===== config.mk =====
export PLATFORM = sky130hd
export DESIGN_NAME = hard_timer_counter_pwm
export DESIGN_NICKNAME = d
export VERILOG_FILES = /design/src/timer_prescaler.v /design/src/hard_timer_counter_pwm.v
export VERILOG_INCLUDE_DIRS = /design/src /design/src/common
export SDC_FILE = /design/constraint.sdc
export NUM_CORES = 1
export LEC_CHECK = 0
export BUFFER_PORTS_ARGS = -buffer_cell sky130_fd_sc_hd__buf_2
export CAP_MARGIN = 40
export CORE_ASPECT_RATIO = 1.75
export CORE_MARGIN = 5
export CORE_UTILIZATION = 35
export CTS_BUF_LIST = sky130_fd_sc_hd__clkbuf_8
export DETAILED_ROUTE_END_ITERATION = 16
export HOLD_SLACK_MARGIN = 0.02
export PLACE_DENSITY_LB_ADDON = 0.05
export SLEW_MARGIN = 25
export SYNTH_ARGS = -nofsm -noshare
export SYNTH_HDL_FRONTEND = slang
export SYNTH_HIERARCHICAL = 1
export SYNTH_SLANG_ARGS = --single-unit

===== constraint.sdc =====
create_clock -name CLK -period 7.98 [get_ports CLK]
set_input_delay 2.394 -clock CLK [delete_from_list [all_inputs] [get_ports CLK]]
set_output_delay 2.394 -clock CLK [all_outputs]
set_load 0.02 [all_outputs]

===== src/common/timer_defines.vh =====
`ifndef TIMER_DEFINES_VH
`define TIMER_DEFINES_VH

// register byte offsets
`define OFS_CTRL 6'h00
`define OFS_PRESC 6'h04
`define OFS_TOP 6'h08
`define OFS_COMPARE 6'h0C
`define OFS_RELOAD 6'h10
`define OFS_COUNT 6'h14
`define OFS_CAPTURE 6'h18
`define OFS_IRQ_STATUS 6'h1C
`define OFS_IRQ_CLEAR 6'h20
`define OFS_IRQ_ENABLE 6'h24

// control register fields
`define CTRL_MODE_LSB 0
`define CTRL_MODE_MSB 1
`define CTRL_ENABLE_BIT 2
`define CTRL_CAPEN_BIT 3
`define CTRL_RELOAD_BIT 4
`define CTRL_CLKSEL_BIT 5
`define CTRL_RSTEN_BIT 6

// operating modes
`define MODE_WDOG 2'h0
`define MODE_CTC 2'h1
`define MODE_FPWM 2'h2
`define MODE_PFC 2'h3

// interrupt status / enable bit positions
`define IRQ_OVF_BIT 0
`define IRQ_CMP_BIT 1
`define IRQ_CAP_BIT 2
`define IRQ_WAKE_LSB 4

// reset values
`define RST_CTRL 7'h44
`define RST_PRESC 16'h0000
`define RST_TOP 16'hFFFF
`define RST_COMPARE 16'h8000
`define RST_RELOAD 16'h0000
`define RST_IRQ_ENABLE 7'h00

// AXI responses
`define RESP_OKAY 2'h0
`define RESP_SLVERR 2'h2

`endif


===== src/timer_prescaler.v =====
`timescale 1ns/100ps
// divides the selected source ticks by (divisor + 1)
module timer_prescaler #(
   parameter W = 16
) (
   // clock and reset
   input wire clk,
   input wire rst_n,
   input wire ce,
   // control
   input wire restart,
   input wire src_tick,
   input wire [W-1:0] divisor,
   // result
   output reg tick
);
   reg [W-1:0] div_cnt_r;

   always @(posedge clk or negedge rst_n) begin
      if (!rst_n) begin
         div_cnt_r <= {W{1'b0}};
         tick <= 1'b0;
      end else if (ce) begin
         tick <= 1'b0;
         if (restart) begin
            div_cnt_r <= {W{1'b0}};
         end else if (src_tick) begin
            if (div_cnt_r >= divisor) begin
               div_cnt_r <= {W{1'b0}};
               tick <= 1'b1;
            end else begin
               div_cnt_r <= div_cnt_r + {{(W-1){1'b0}}, 1'b1};
            end
         end
      end
   end
endmodule


===== src/hard_timer_counter_pwm.v =====
`timescale 1ns/100ps
// Behaviour
// - one 16-bit counter that counts up or down by mode
// - modes: watchdog, clear on compare match, fast PWM, phase-frequency correct PWM
// - three interrupt sources: overflow, compare match, input capture
// - capture input synchronised; rising edge stores count when enabled, non-PWM, bus mode
// - irq is bare overflow flag standalone, else status, enable and clear registers
// - counter clock source selectable and divided by programmable prescaler
// - one static interrupt output and one separate wake-up interrupt output
// - registers read and written by the fabric through a bus slave port
// - standalone mode: preloaded control values, counter reset straight from reset pin
// - reset pin enable is preloaded on so the reset pin always acts
// - PWM output glitch-free; while counting, period and duty change only at cycle boundary
// - one compare unit independent of capture drives the waveform output
`include "timer_defines.vh"
module hard_timer_counter_pwm #(
   parameter W = 16,
   parameter STANDALONE = 0,
   parameter [6:0] PRE_CTRL = `RST_CTRL,
   parameter [15:0] PRE_PRESC = `RST_PRESC,
   parameter [15:0] PRE_TOP = `RST_TOP,
   parameter [15:0] PRE_COMPARE = `RST_COMPARE,
   parameter [15:0] PRE_RELOAD = `RST_RELOAD
) (
   // clock, reset, clock enable
   input wire CLK,
   input wire RST_N,
   input wire CE,
   // timer pins
   input wire TIMER_INPUT_CLOCK,
   input wire TIMER_RESET_PIN_N,
   input wire CAPTURE_TRIGGER_IN,
   output reg COMPARE_WAVEFORM_OUT,
   output reg TIMER_IRQ_OUT,
   output reg WAKE_IRQ_OUT,
   // AXI4-Lite write
   input wire [5:0] AWADDR,
   input wire AWVALID,
   output reg AWREADY,
   input wire [31:0] WDATA,
   input wire [3:0] WSTRB,
   input wire WVALID,
   output reg WREADY,
   output reg [1:0] BRESP,
   output reg BVALID,
   input wire BREADY,
   // AXI4-Lite read
   input wire [5:0] ARADDR,
   input wire ARVALID,
   output reg ARREADY,
   output reg [31:0] RDATA,
   output reg [1:0] RRESP,
   output reg RVALID,
   input wire RREADY
);
   function [31:0] merge;
      input [31:0] old;
      input [31:0] upd;
      input [3:0] strb;
      integer i;
      begin
         for (i = 0; i < 4; i = i + 1)
            merge[i*8 +: 8] = strb[i] ? upd[i*8 +: 8] : old[i*8 +: 8];
      end
   endfunction

   function mapped;
      input [5:0] a;
      begin
         mapped = (a[1:0] == 2'h0) && (a <= `OFS_IRQ_ENABLE);
      end
   endfunction

   // registers
   reg [6:0] ctrl_r;
   reg [15:0] presc_r;
   reg [W-1:0] top_r, cmp_r, reload_r, count_r, capture_r;
   reg [W-1:0] top_b_r, cmp_b_r;
   reg dir_r;
   reg [2:0] status_r;
   reg [6:0] irq_en_r;
   // bus state
   reg aw_held_r, w_held_r;
   reg [5:0] awaddr_r;
   reg [31:0] wdata_r;
   reg [3:0] wstrb_r;
   // input edge detectors
   reg clk_in_d_r;
   reg cap_s1_r, cap_s2_r, cap_s3_r;

   wire [1:0] mode = ctrl_r[`CTRL_MODE_MSB:`CTRL_MODE_LSB];
   wire enable = ctrl_r[`CTRL_ENABLE_BIT];
   wire pwm_mode = (mode == `MODE_FPWM) || (mode == `MODE_PFC);
   wire do_write = aw_held_r && w_held_r && !BVALID;
   wire wr_ok = do_write && mapped(awaddr_r) && (STANDALONE == 0);
   wire [31:0] wr_old = (awaddr_r == `OFS_CTRL) ? {25'h0, ctrl_r} :
                        (awaddr_r == `OFS_PRESC) ? {16'h0, presc_r} :
                        (awaddr_r == `OFS_TOP) ? {{(32-W){1'b0}}, top_r} :
                        (awaddr_r == `OFS_COMPARE) ? {{(32-W){1'b0}}, cmp_r} :
                        (awaddr_r == `OFS_RELOAD) ? {{(32-W){1'b0}}, reload_r} :
                        (awaddr_r == `OFS_COUNT) ? {{(32-W){1'b0}}, count_r} :
                        (awaddr_r == `OFS_IRQ_ENABLE) ? {25'h0, irq_en_r} : 32'h00000000;
   wire [31:0] wr_val = merge(wr_old, wdata_r, wstrb_r);
   wire wr_count = wr_ok && (awaddr_r == `OFS_COUNT);

   // reset pin is honoured whatever else is set
   wire pin_reset = ctrl_r[`CTRL_RSTEN_BIT] && !TIMER_RESET_PIN_N;

   // clock source: system clock or rising edge of the timer input clock
   wire ext_edge = TIMER_INPUT_CLOCK && !clk_in_d_r;
   wire src_tick = enable && (ctrl_r[`CTRL_CLKSEL_BIT] ? ext_edge : 1'b1);
   wire tick;

   timer_prescaler #(.W(16)) u_presc (
      .clk(CLK),
      .rst_n(RST_N),
      .ce(CE),
      .restart(pin_reset || !enable),
      .src_tick(src_tick),
      .divisor(presc_r),
      .tick(tick)
   );

   // counter next state
   reg [W-1:0] cnt_nxt;
   reg dir_nxt, ovf_ev, cmp_ev, bound_ev;
   wire [W-1:0] wrap_val = ctrl_r[`CTRL_RELOAD_BIT] ? reload_r : {W{1'b0}};
   wire [W-1:0] one = {{(W-1){1'b0}}, 1'b1};

   always @* begin
      cnt_nxt = count_r;
      dir_nxt = dir_r;
      ovf_ev = 1'b0;
      cmp_ev = 1'b0;
      bound_ev = 1'b0;
      if (tick) begin
         cmp_ev = (count_r == cmp_b_r);
         case (mode)
            `MODE_WDOG: begin
               dir_nxt = 1'b0;
               if (count_r == top_b_r) begin
                  ovf_ev = 1'b1;
                  cnt_nxt = wrap_val;
               end else begin
                  cnt_nxt = count_r + one;
               end
            end
            `MODE_CTC: begin
               dir_nxt = 1'b0;
               if (count_r == cmp_b_r) begin
                  cnt_nxt = {W{1'b0}};
               end else begin
                  cnt_nxt = count_r + one;
               end
               if (count_r == {W{1'b1}}) begin
                  ovf_ev = 1'b1;
                  cnt_nxt = wrap_val;
               end
            end
            `MODE_FPWM: begin
               dir_nxt = 1'b0;
               if (count_r == top_b_r) begin
                  ovf_ev = 1'b1;
                  bound_ev = 1'b1;
                  cnt_nxt = wrap_val;
               end else begin
                  cnt_nxt = count_r + one;
               end
            end
            `MODE_PFC: begin
               if (!dir_r) begin
                  if (count_r >= top_b_r) begin
                     dir_nxt = 1'b1;
                     cnt_nxt = count_r - one;
                  end else begin
                     cnt_nxt = count_r + one;
                  end
               end else if (count_r == {W{1'b0}}) begin
                  ovf_ev = 1'b1;
                  bound_ev = 1'b1;
                  dir_nxt = 1'b0;
                  cnt_nxt = one;
               end else begin
                  cnt_nxt = count_r - one;
               end
            end
            default: begin
               cnt_nxt = count_r;
            end
         endcase
      end
   end

   // waveform next value: PWM modes compare the count it is about to hold, clear on compare match toggles on a match of the current count
   reg wave_nxt;
   always @* begin
      case (mode)
         `MODE_CTC: wave_nxt = cmp_ev ? ~COMPARE_WAVEFORM_OUT : COMPARE_WAVEFORM_OUT;
         `MODE_FPWM: wave_nxt = (cnt_nxt < cmp_b_r);
         `MODE_PFC: wave_nxt = (cnt_nxt < cmp_b_r);
         default: wave_nxt = 1'b0;
      endcase
   end

   wire cap_rise = cap_s2_r && !cap_s3_r;
   wire cap_ev = cap_rise && ctrl_r[`CTRL_CAPEN_BIT] && !pwm_mode
                 && (STANDALONE == 0);
   wire [2:0] set_ev = {cap_ev, cmp_ev, ovf_ev};
   wire [2:0] clr_ev = (wr_ok && (awaddr_r == `OFS_IRQ_CLEAR)) ?
                       (wdata_r[2:0] & {3{wstrb_r[0]}}) : 3'h0;
   wire [2:0] status_nxt = (status_r & ~clr_ev) | set_ev;

   always @(posedge CLK or negedge RST_N) begin
      if (!RST_N) begin
         ctrl_r <= PRE_CTRL | 7'h40;
         presc_r <= PRE_PRESC;
         top_r <= PRE_TOP[W-1:0];
         cmp_r <= PRE_COMPARE[W-1:0];
         reload_r <= PRE_RELOAD[W-1:0];
         top_b_r <= PRE_TOP[W-1:0];
         cmp_b_r <= PRE_COMPARE[W-1:0];
         count_r <= {W{1'b0}};
         dir_r <= 1'b0;
         capture_r <= {W{1'b0}};
         status_r <= 3'h0;
         irq_en_r <= `RST_IRQ_ENABLE;
         clk_in_d_r <= 1'b0;
         cap_s1_r <= 1'b0;
         cap_s2_r <= 1'b0;
         cap_s3_r <= 1'b0;
         COMPARE_WAVEFORM_OUT <= 1'b0;
         TIMER_IRQ_OUT <= 1'b0;
         WAKE_IRQ_OUT <= 1'b0;
      end else if (CE) begin
         clk_in_d_r <= TIMER_INPUT_CLOCK;
         cap_s1_r <= CAPTURE_TRIGGER_IN;
         cap_s2_r <= cap_s1_r;
         cap_s3_r <= cap_s2_r;
         if (wr_ok) begin
            case (awaddr_r)
               `OFS_CTRL: ctrl_r <= wr_val[6:0] | 7'h40;
               `OFS_PRESC: presc_r <= wr_val[15:0];
               `OFS_TOP: top_r <= wr_val[W-1:0];
               `OFS_COMPARE: cmp_r <= wr_val[W-1:0];
               `OFS_RELOAD: reload_r <= wr_val[W-1:0];
               `OFS_IRQ_ENABLE: irq_en_r <= wr_val[6:0];
               default: irq_en_r <= irq_en_r;
            endcase
         end
         // buffered period and duty change only at a cycle boundary in PWM modes while enabled
         if (!pwm_mode || bound_ev || !enable) begin
            top_b_r <= top_r;
            cmp_b_r <= cmp_r;
         end
         if (pin_reset) begin
            count_r <= {W{1'b0}};
            dir_r <= 1'b0;
         end else if (wr_count) begin
            count_r <= wr_val[W-1:0];
         end else begin
            count_r <= cnt_nxt;
            dir_r <= dir_nxt;
         end
         if (cap_ev) begin
            capture_r <= count_r;
         end
         status_r <= status_nxt;
         if (STANDALONE != 0) begin
            TIMER_IRQ_OUT <= status_nxt[`IRQ_OVF_BIT];
         end else begin
            TIMER_IRQ_OUT <= |(status_nxt & irq_en_r[2:0]);
         end
         WAKE_IRQ_OUT <= |(status_nxt & irq_en_r[`IRQ_WAKE_LSB +: 3]);
         COMPARE_WAVEFORM_OUT <= pin_reset ? 1'b0 : wave_nxt;
      end
   end

   // AXI4-Lite write channel
   always @(posedge CLK or negedge RST_N) begin
      if (!RST_N) begin
         aw_held_r <= 1'b0;
         w_held_r <= 1'b0;
         awaddr_r <= 6'h00;
         wdata_r <= 32'h00000000;
         wstrb_r <= 4'h0;
         AWREADY <= 1'b1;
         WREADY <= 1'b1;
         BVALID <= 1'b0;
         BRESP <= `RESP_OKAY;
      end else if (CE) begin
         if (AWVALID && AWREADY) begin
            aw_held_r <= 1'b1;
            awaddr_r <= AWADDR;
            AWREADY <= 1'b0;
         end
         if (WVALID && WREADY) begin
            w_held_r <= 1'b1;
            wdata_r <= WDATA;
            wstrb_r <= WSTRB;
            WREADY <= 1'b0;
         end
         if (do_write) begin
            BVALID <= 1'b1;
            BRESP <= wr_ok ? `RESP_OKAY : `RESP_SLVERR;
            aw_held_r <= 1'b0;
            w_held_r <= 1'b0;
         end else if (BVALID && BREADY) begin
            BVALID <= 1'b0;
            AWREADY <= 1'b1;
            WREADY <= 1'b1;
         end
      end
   end

   // AXI4-Lite read channel
   reg [31:0] rd_val;
   always @* begin
      case (ARADDR)
         `OFS_CTRL: rd_val = {25'h0, ctrl_r};
         `OFS_PRESC: rd_val = {16'h0, presc_r};
         `OFS_TOP: rd_val = {{(32-W){1'b0}}, top_r};
         `OFS_COMPARE: rd_val = {{(32-W){1'b0}}, cmp_r};
         `OFS_RELOAD: rd_val = {{(32-W){1'b0}}, reload_r};
         `OFS_COUNT: rd_val = {{(32-W){1'b0}}, count_r};
         `OFS_CAPTURE: rd_val = {{(32-W){1'b0}}, capture_r};
         `OFS_IRQ_STATUS: rd_val = {29'h0, status_r};
         `OFS_IRQ_ENABLE: rd_val = {25'h0, irq_en_r};
         default: rd_val = 32'h00000000;
      endcase
   end

   always @(posedge CLK or negedge RST_N) begin
      if (!RST_N) begin
         ARREADY <= 1'b1;
         RVALID <= 1'b0;
         RDATA <= 32'h00000000;
         RRESP <= `RESP_OKAY;
      end else if (CE) begin
         if (ARVALID && ARREADY) begin
            ARREADY <= 1'b0;
            RVALID <= 1'b1;
            RDATA <= rd_val;
            RRESP <= mapped(ARADDR) ? `RESP_OKAY : `RESP_SLVERR;
         end else if (RVALID && RREADY) begin
            RVALID <= 1'b0;
            ARREADY <= 1'b1;
         end
      end
   end
endmodule


==> flow_metrics.env <==
export IMPL_clock_sinks=218
export IMPL_syn_cell_area_um2=13960
export IMPL_fin_hold_ws_ns=0.4724
export IMPL_fmax_mhz=189.0
export IMPL_die_area_um2=44120
export IMPL_hpwl_um=38120
export IMPL_leakage_nw=6.858
export IMPL_multiInputGateArea_um2=7682
export IMPL_async_reset_ff_frac=1.000
export IMPL_row_count=96
export IMPL_setup_viol=0
export IMPL_clock_skew_ns=0.03291
export IMPL_synth_top_area_frac=0.3228
export IMPL_cp_data_required_time_ns=8.44
export IMPL_core_area_um2=39400
export IMPL_drtIter0Drc=870
export IMPL_wirelength_um=52060
export IMPL_slew_limit_headroom=0.3631
export IMPL_holdCritPathClass="reg2reg"
export IMPL_vias=11850
export IMPL_synth_common_cells="180 x dfrtp_1, 142 x nand2_1, 129 x mux2_2"
export IMPL_crit_path_end_kind="register"
export IMPL_criticalPathCategory="reg2reg"
export IMPL_fin_util=0.3928
export IMPL_cp_arrival_ns=5.75
export IMPL_antenna_found_initial=1
export IMPL_cts_tree="yes"
export IMPL_placed_area_um2=14750
export IMPL_die_x_um=160.9
export IMPL_grt_pass1_vias=12090
export IMPL_clock_latency_ns=0.57
export IMPL_start_util=0.3542
export IMPL_rsz0062_at_grt="false"
export IMPL_final_antenna_net_count=0
export IMPL_port_buffers=66
export IMPL_timing_rr_end="COMPARE_WAVEFORM_OUT"
export IMPL_final_nets=1607
export IMPL_hold_viol_final=0
export IMPL_overflow=0
export IMPL_tightest_slew_ns=0.9454
export IMPL_yosysSeqAreaShare=0.3943
export IMPL_ios=103
export IMPL_ff2ff_setup_slack_ns=2.69
export IMPL_drive_above_1_share=0.2341
export IMPL_grt_max_degree=143
export IMPL_synth_edf_count=0
export IMPL_cts_hold_buf=0
export IMPL_tns_ns=0
export IMPL_final_area_um2=15470
export IMPL_cts_resized=0
export IMPL_power_density_nw_per_um2=248.2
export IMPL_r2r_start="count_r[0]"
export IMPL_synth_top_area_cell="dfrtp_1"
export IMPL_ir_worst_vdd_v=0.0001411
export IMPL_die_h_um=274.2
export IMPL_synth_flop_cell="dfrtp_1"
export IMPL_seq_area_um2=5503
export IMPL_r2r_cells=19
export IMPL_wire_per_inst_um=25.83
export IMPL_synth_seq_cells=218
export IMPL_htreeDepth=2
export IMPL_min_period_ns=5.291
export IMPL_route_detailed_drc=0
export IMPL_startpoint_type="register"
export IMPL_yosysWarningCount=6
export IMPL_avgSynthCellArea_um2=9.598
export IMPL_track_usage=0.2324
export IMPL_cts_buffers=37
export IMPL_slew_violations=0
export IMPL_crit_start="count_r[0]"
export IMPL_cts_setup_buffers=0
export IMPL_num_fill_cells=3988
export IMPL_area_growth_syn_to_layout_pct=10.88
export IMPL_synth_most_common_cell="dfrtp_1"
export IMPL_worstSetupEndpoint="COMPARE_WAVEFORM_OUT"
export IMPL_cts_buffer_depth=3
export IMPL_synth_cell_types=94
export IMPL_viasPerCell=5.879
export IMPL_postSynthCellCount=1454
export IMPL_status="completed"
export IMPL_max_cap_violations=0
export IMPL_synth_area_top_cells="dfrtp_1 32%, mux2_2 10%, dfstp_2 7.2%"
export IMPL_place_congestion=0.8821
export IMPL_cts_root_buf="clkbuf_8"
export IMPL_cp_max_fo=20
export IMPL_first_pass_iters=8
export IMPL_clk_pin_slew_ns=0.06
export IMPL_grt_first_pass_wirelength_um=77970
export IMPL_period_share=0.6630
-- cells by family (layout without fill, tap and decap cells) --
kind of cell               Yosys count  after routing  share of synthesized area
AOI/OAI and AO/OA                  387            387                     0.1958
other                                1             19                  0.0002687
buffers and inverters              197            251                    0.06168
and+or+nand+nor                    403            403                     0.1495
DFF                                218            218                     0.3943
xor gates and xnor gates            41             41                    0.02573
adders and majority gates           51             51                    0.04572
muxes                              156            156                     0.1270
-- worst max-delay path: stages (launching register included) --
cell	delay, ns
dfrtp_1	0.67
inv_1	0.32
ha_1	0.37
and4_1	0.17
and3_1	0.46
and2_1	0.68
nor2_1	0.11
a311oi_1	0.29
nor3_1	0.10
o311ai_0	0.19
o21ai_0	0.24
ha_1	0.36
a21o_1	0.17
a21o_1	0.17
a21oi_1	0.12
o21ai_0	0.12
a31oi_1	0.27
o21ai_0	0.13
o2bb2ai_1	0.13
a21oi_1	0.13
-- cell usage in the layout (no fill, tap or decap), types with 7 or more instances in the layout --
| master | n |
|---|---|
| a21oi_1 | 48 |
| a21o_1 | 20 |
| nor3_1 | 28 |
| buf_4 | 27 |
| clkbuf_8 | 43 |
| o22ai_1 | 15 |
| nand2_1 | 142 |
| a22o_1 | 34 |
| mux2_2 | 129 |
| ha_1 | 51 |
| o21a_1 | 8 |
| nand2b_1 | 8 |
| a2111oi_0 | 8 |
| o21ai_0 | 59 |
| conb_1 | 18 |
| a22oi_1 | 21 |
| nand4_1 | 20 |
| nand3_1 | 38 |
| dfstp_2 | 38 |
| o21ai_1 | 33 |
| o211ai_1 | 9 |
| and3_1 | 18 |
| buf_2 | 65 |
| mux2i_1 | 23 |
| a221o_1 | 7 |
| a221oi_1 | 15 |
| nor2_1 | 71 |
| xor2_1 | 7 |
| xnor2_1 | 34 |
| a31oi_1 | 20 |
| a211oi_1 | 11 |
| dfrtp_1 | 180 |
| nor4_1 | 15 |
| nor2b_1 | 17 |
| inv_1 | 100 |
-- worst min-delay path by stage --
stage	from	to	cells after the start
2_1_floorplan	capture_r[0]	capture_r[0]	2
3_3_place_gp	AWREADY	AWREADY	2
3_5_place_dp	AWREADY	AWREADY	2
4_1_cts	AWREADY	AWREADY	2
5_1_grt	AWREADY	AWREADY	2
6_report	AWREADY	AWREADY	2
-- report_power, final --
part           internal (mW)  switching [mW]
sequential              1.27           0.187
clock                  0.524           0.492
combinational          0.451           0.916
-- through the flow --
| step | power, mW | worst slack, ns | instances |
|---|---|---|---|
| 3_5_place_dp | 2.828 | 2.729 | 1948 |
| 2_1_floorplan | 2.294 | 3.606 | 1471 |
| 5_1_grt | 4.030 | 2.398 | 2016 |
| 3_3_place_gp | 2.816 | 2.706 | 1943 |
| 6_report | 3.841 | 2.689 | 2016 |
| 4_1_cts | 3.866 | 2.712 | 2015 |
-- routing by layer --
metal  track usage  vias up  share of wire
li1              -     5431              -
met1        0.2797     5850           0.40
met2        0.4137      456           0.51
met3       0.03188      116          0.048
met4       0.09953        0          0.044
met5             0        -              0
-- final cells by class --
| cell class | instances | share of cell area |
|---|---|---|
| antenna | 1 | 0.0001617 |
| clock buffer | 43 | 0.03825 |
| clock inverter | 24 | 0.008409 |
| inverter | 86 | 0.02086 |
| multi-input combinational | 1056 | 0.4965 |
| sequential | 218 | 0.3556 |
| tap | 490 | 0.03962 |
| timing repair buffer | 98 | 0.04059 |
No activity file was read; power rests on OpenSTA's default activity.
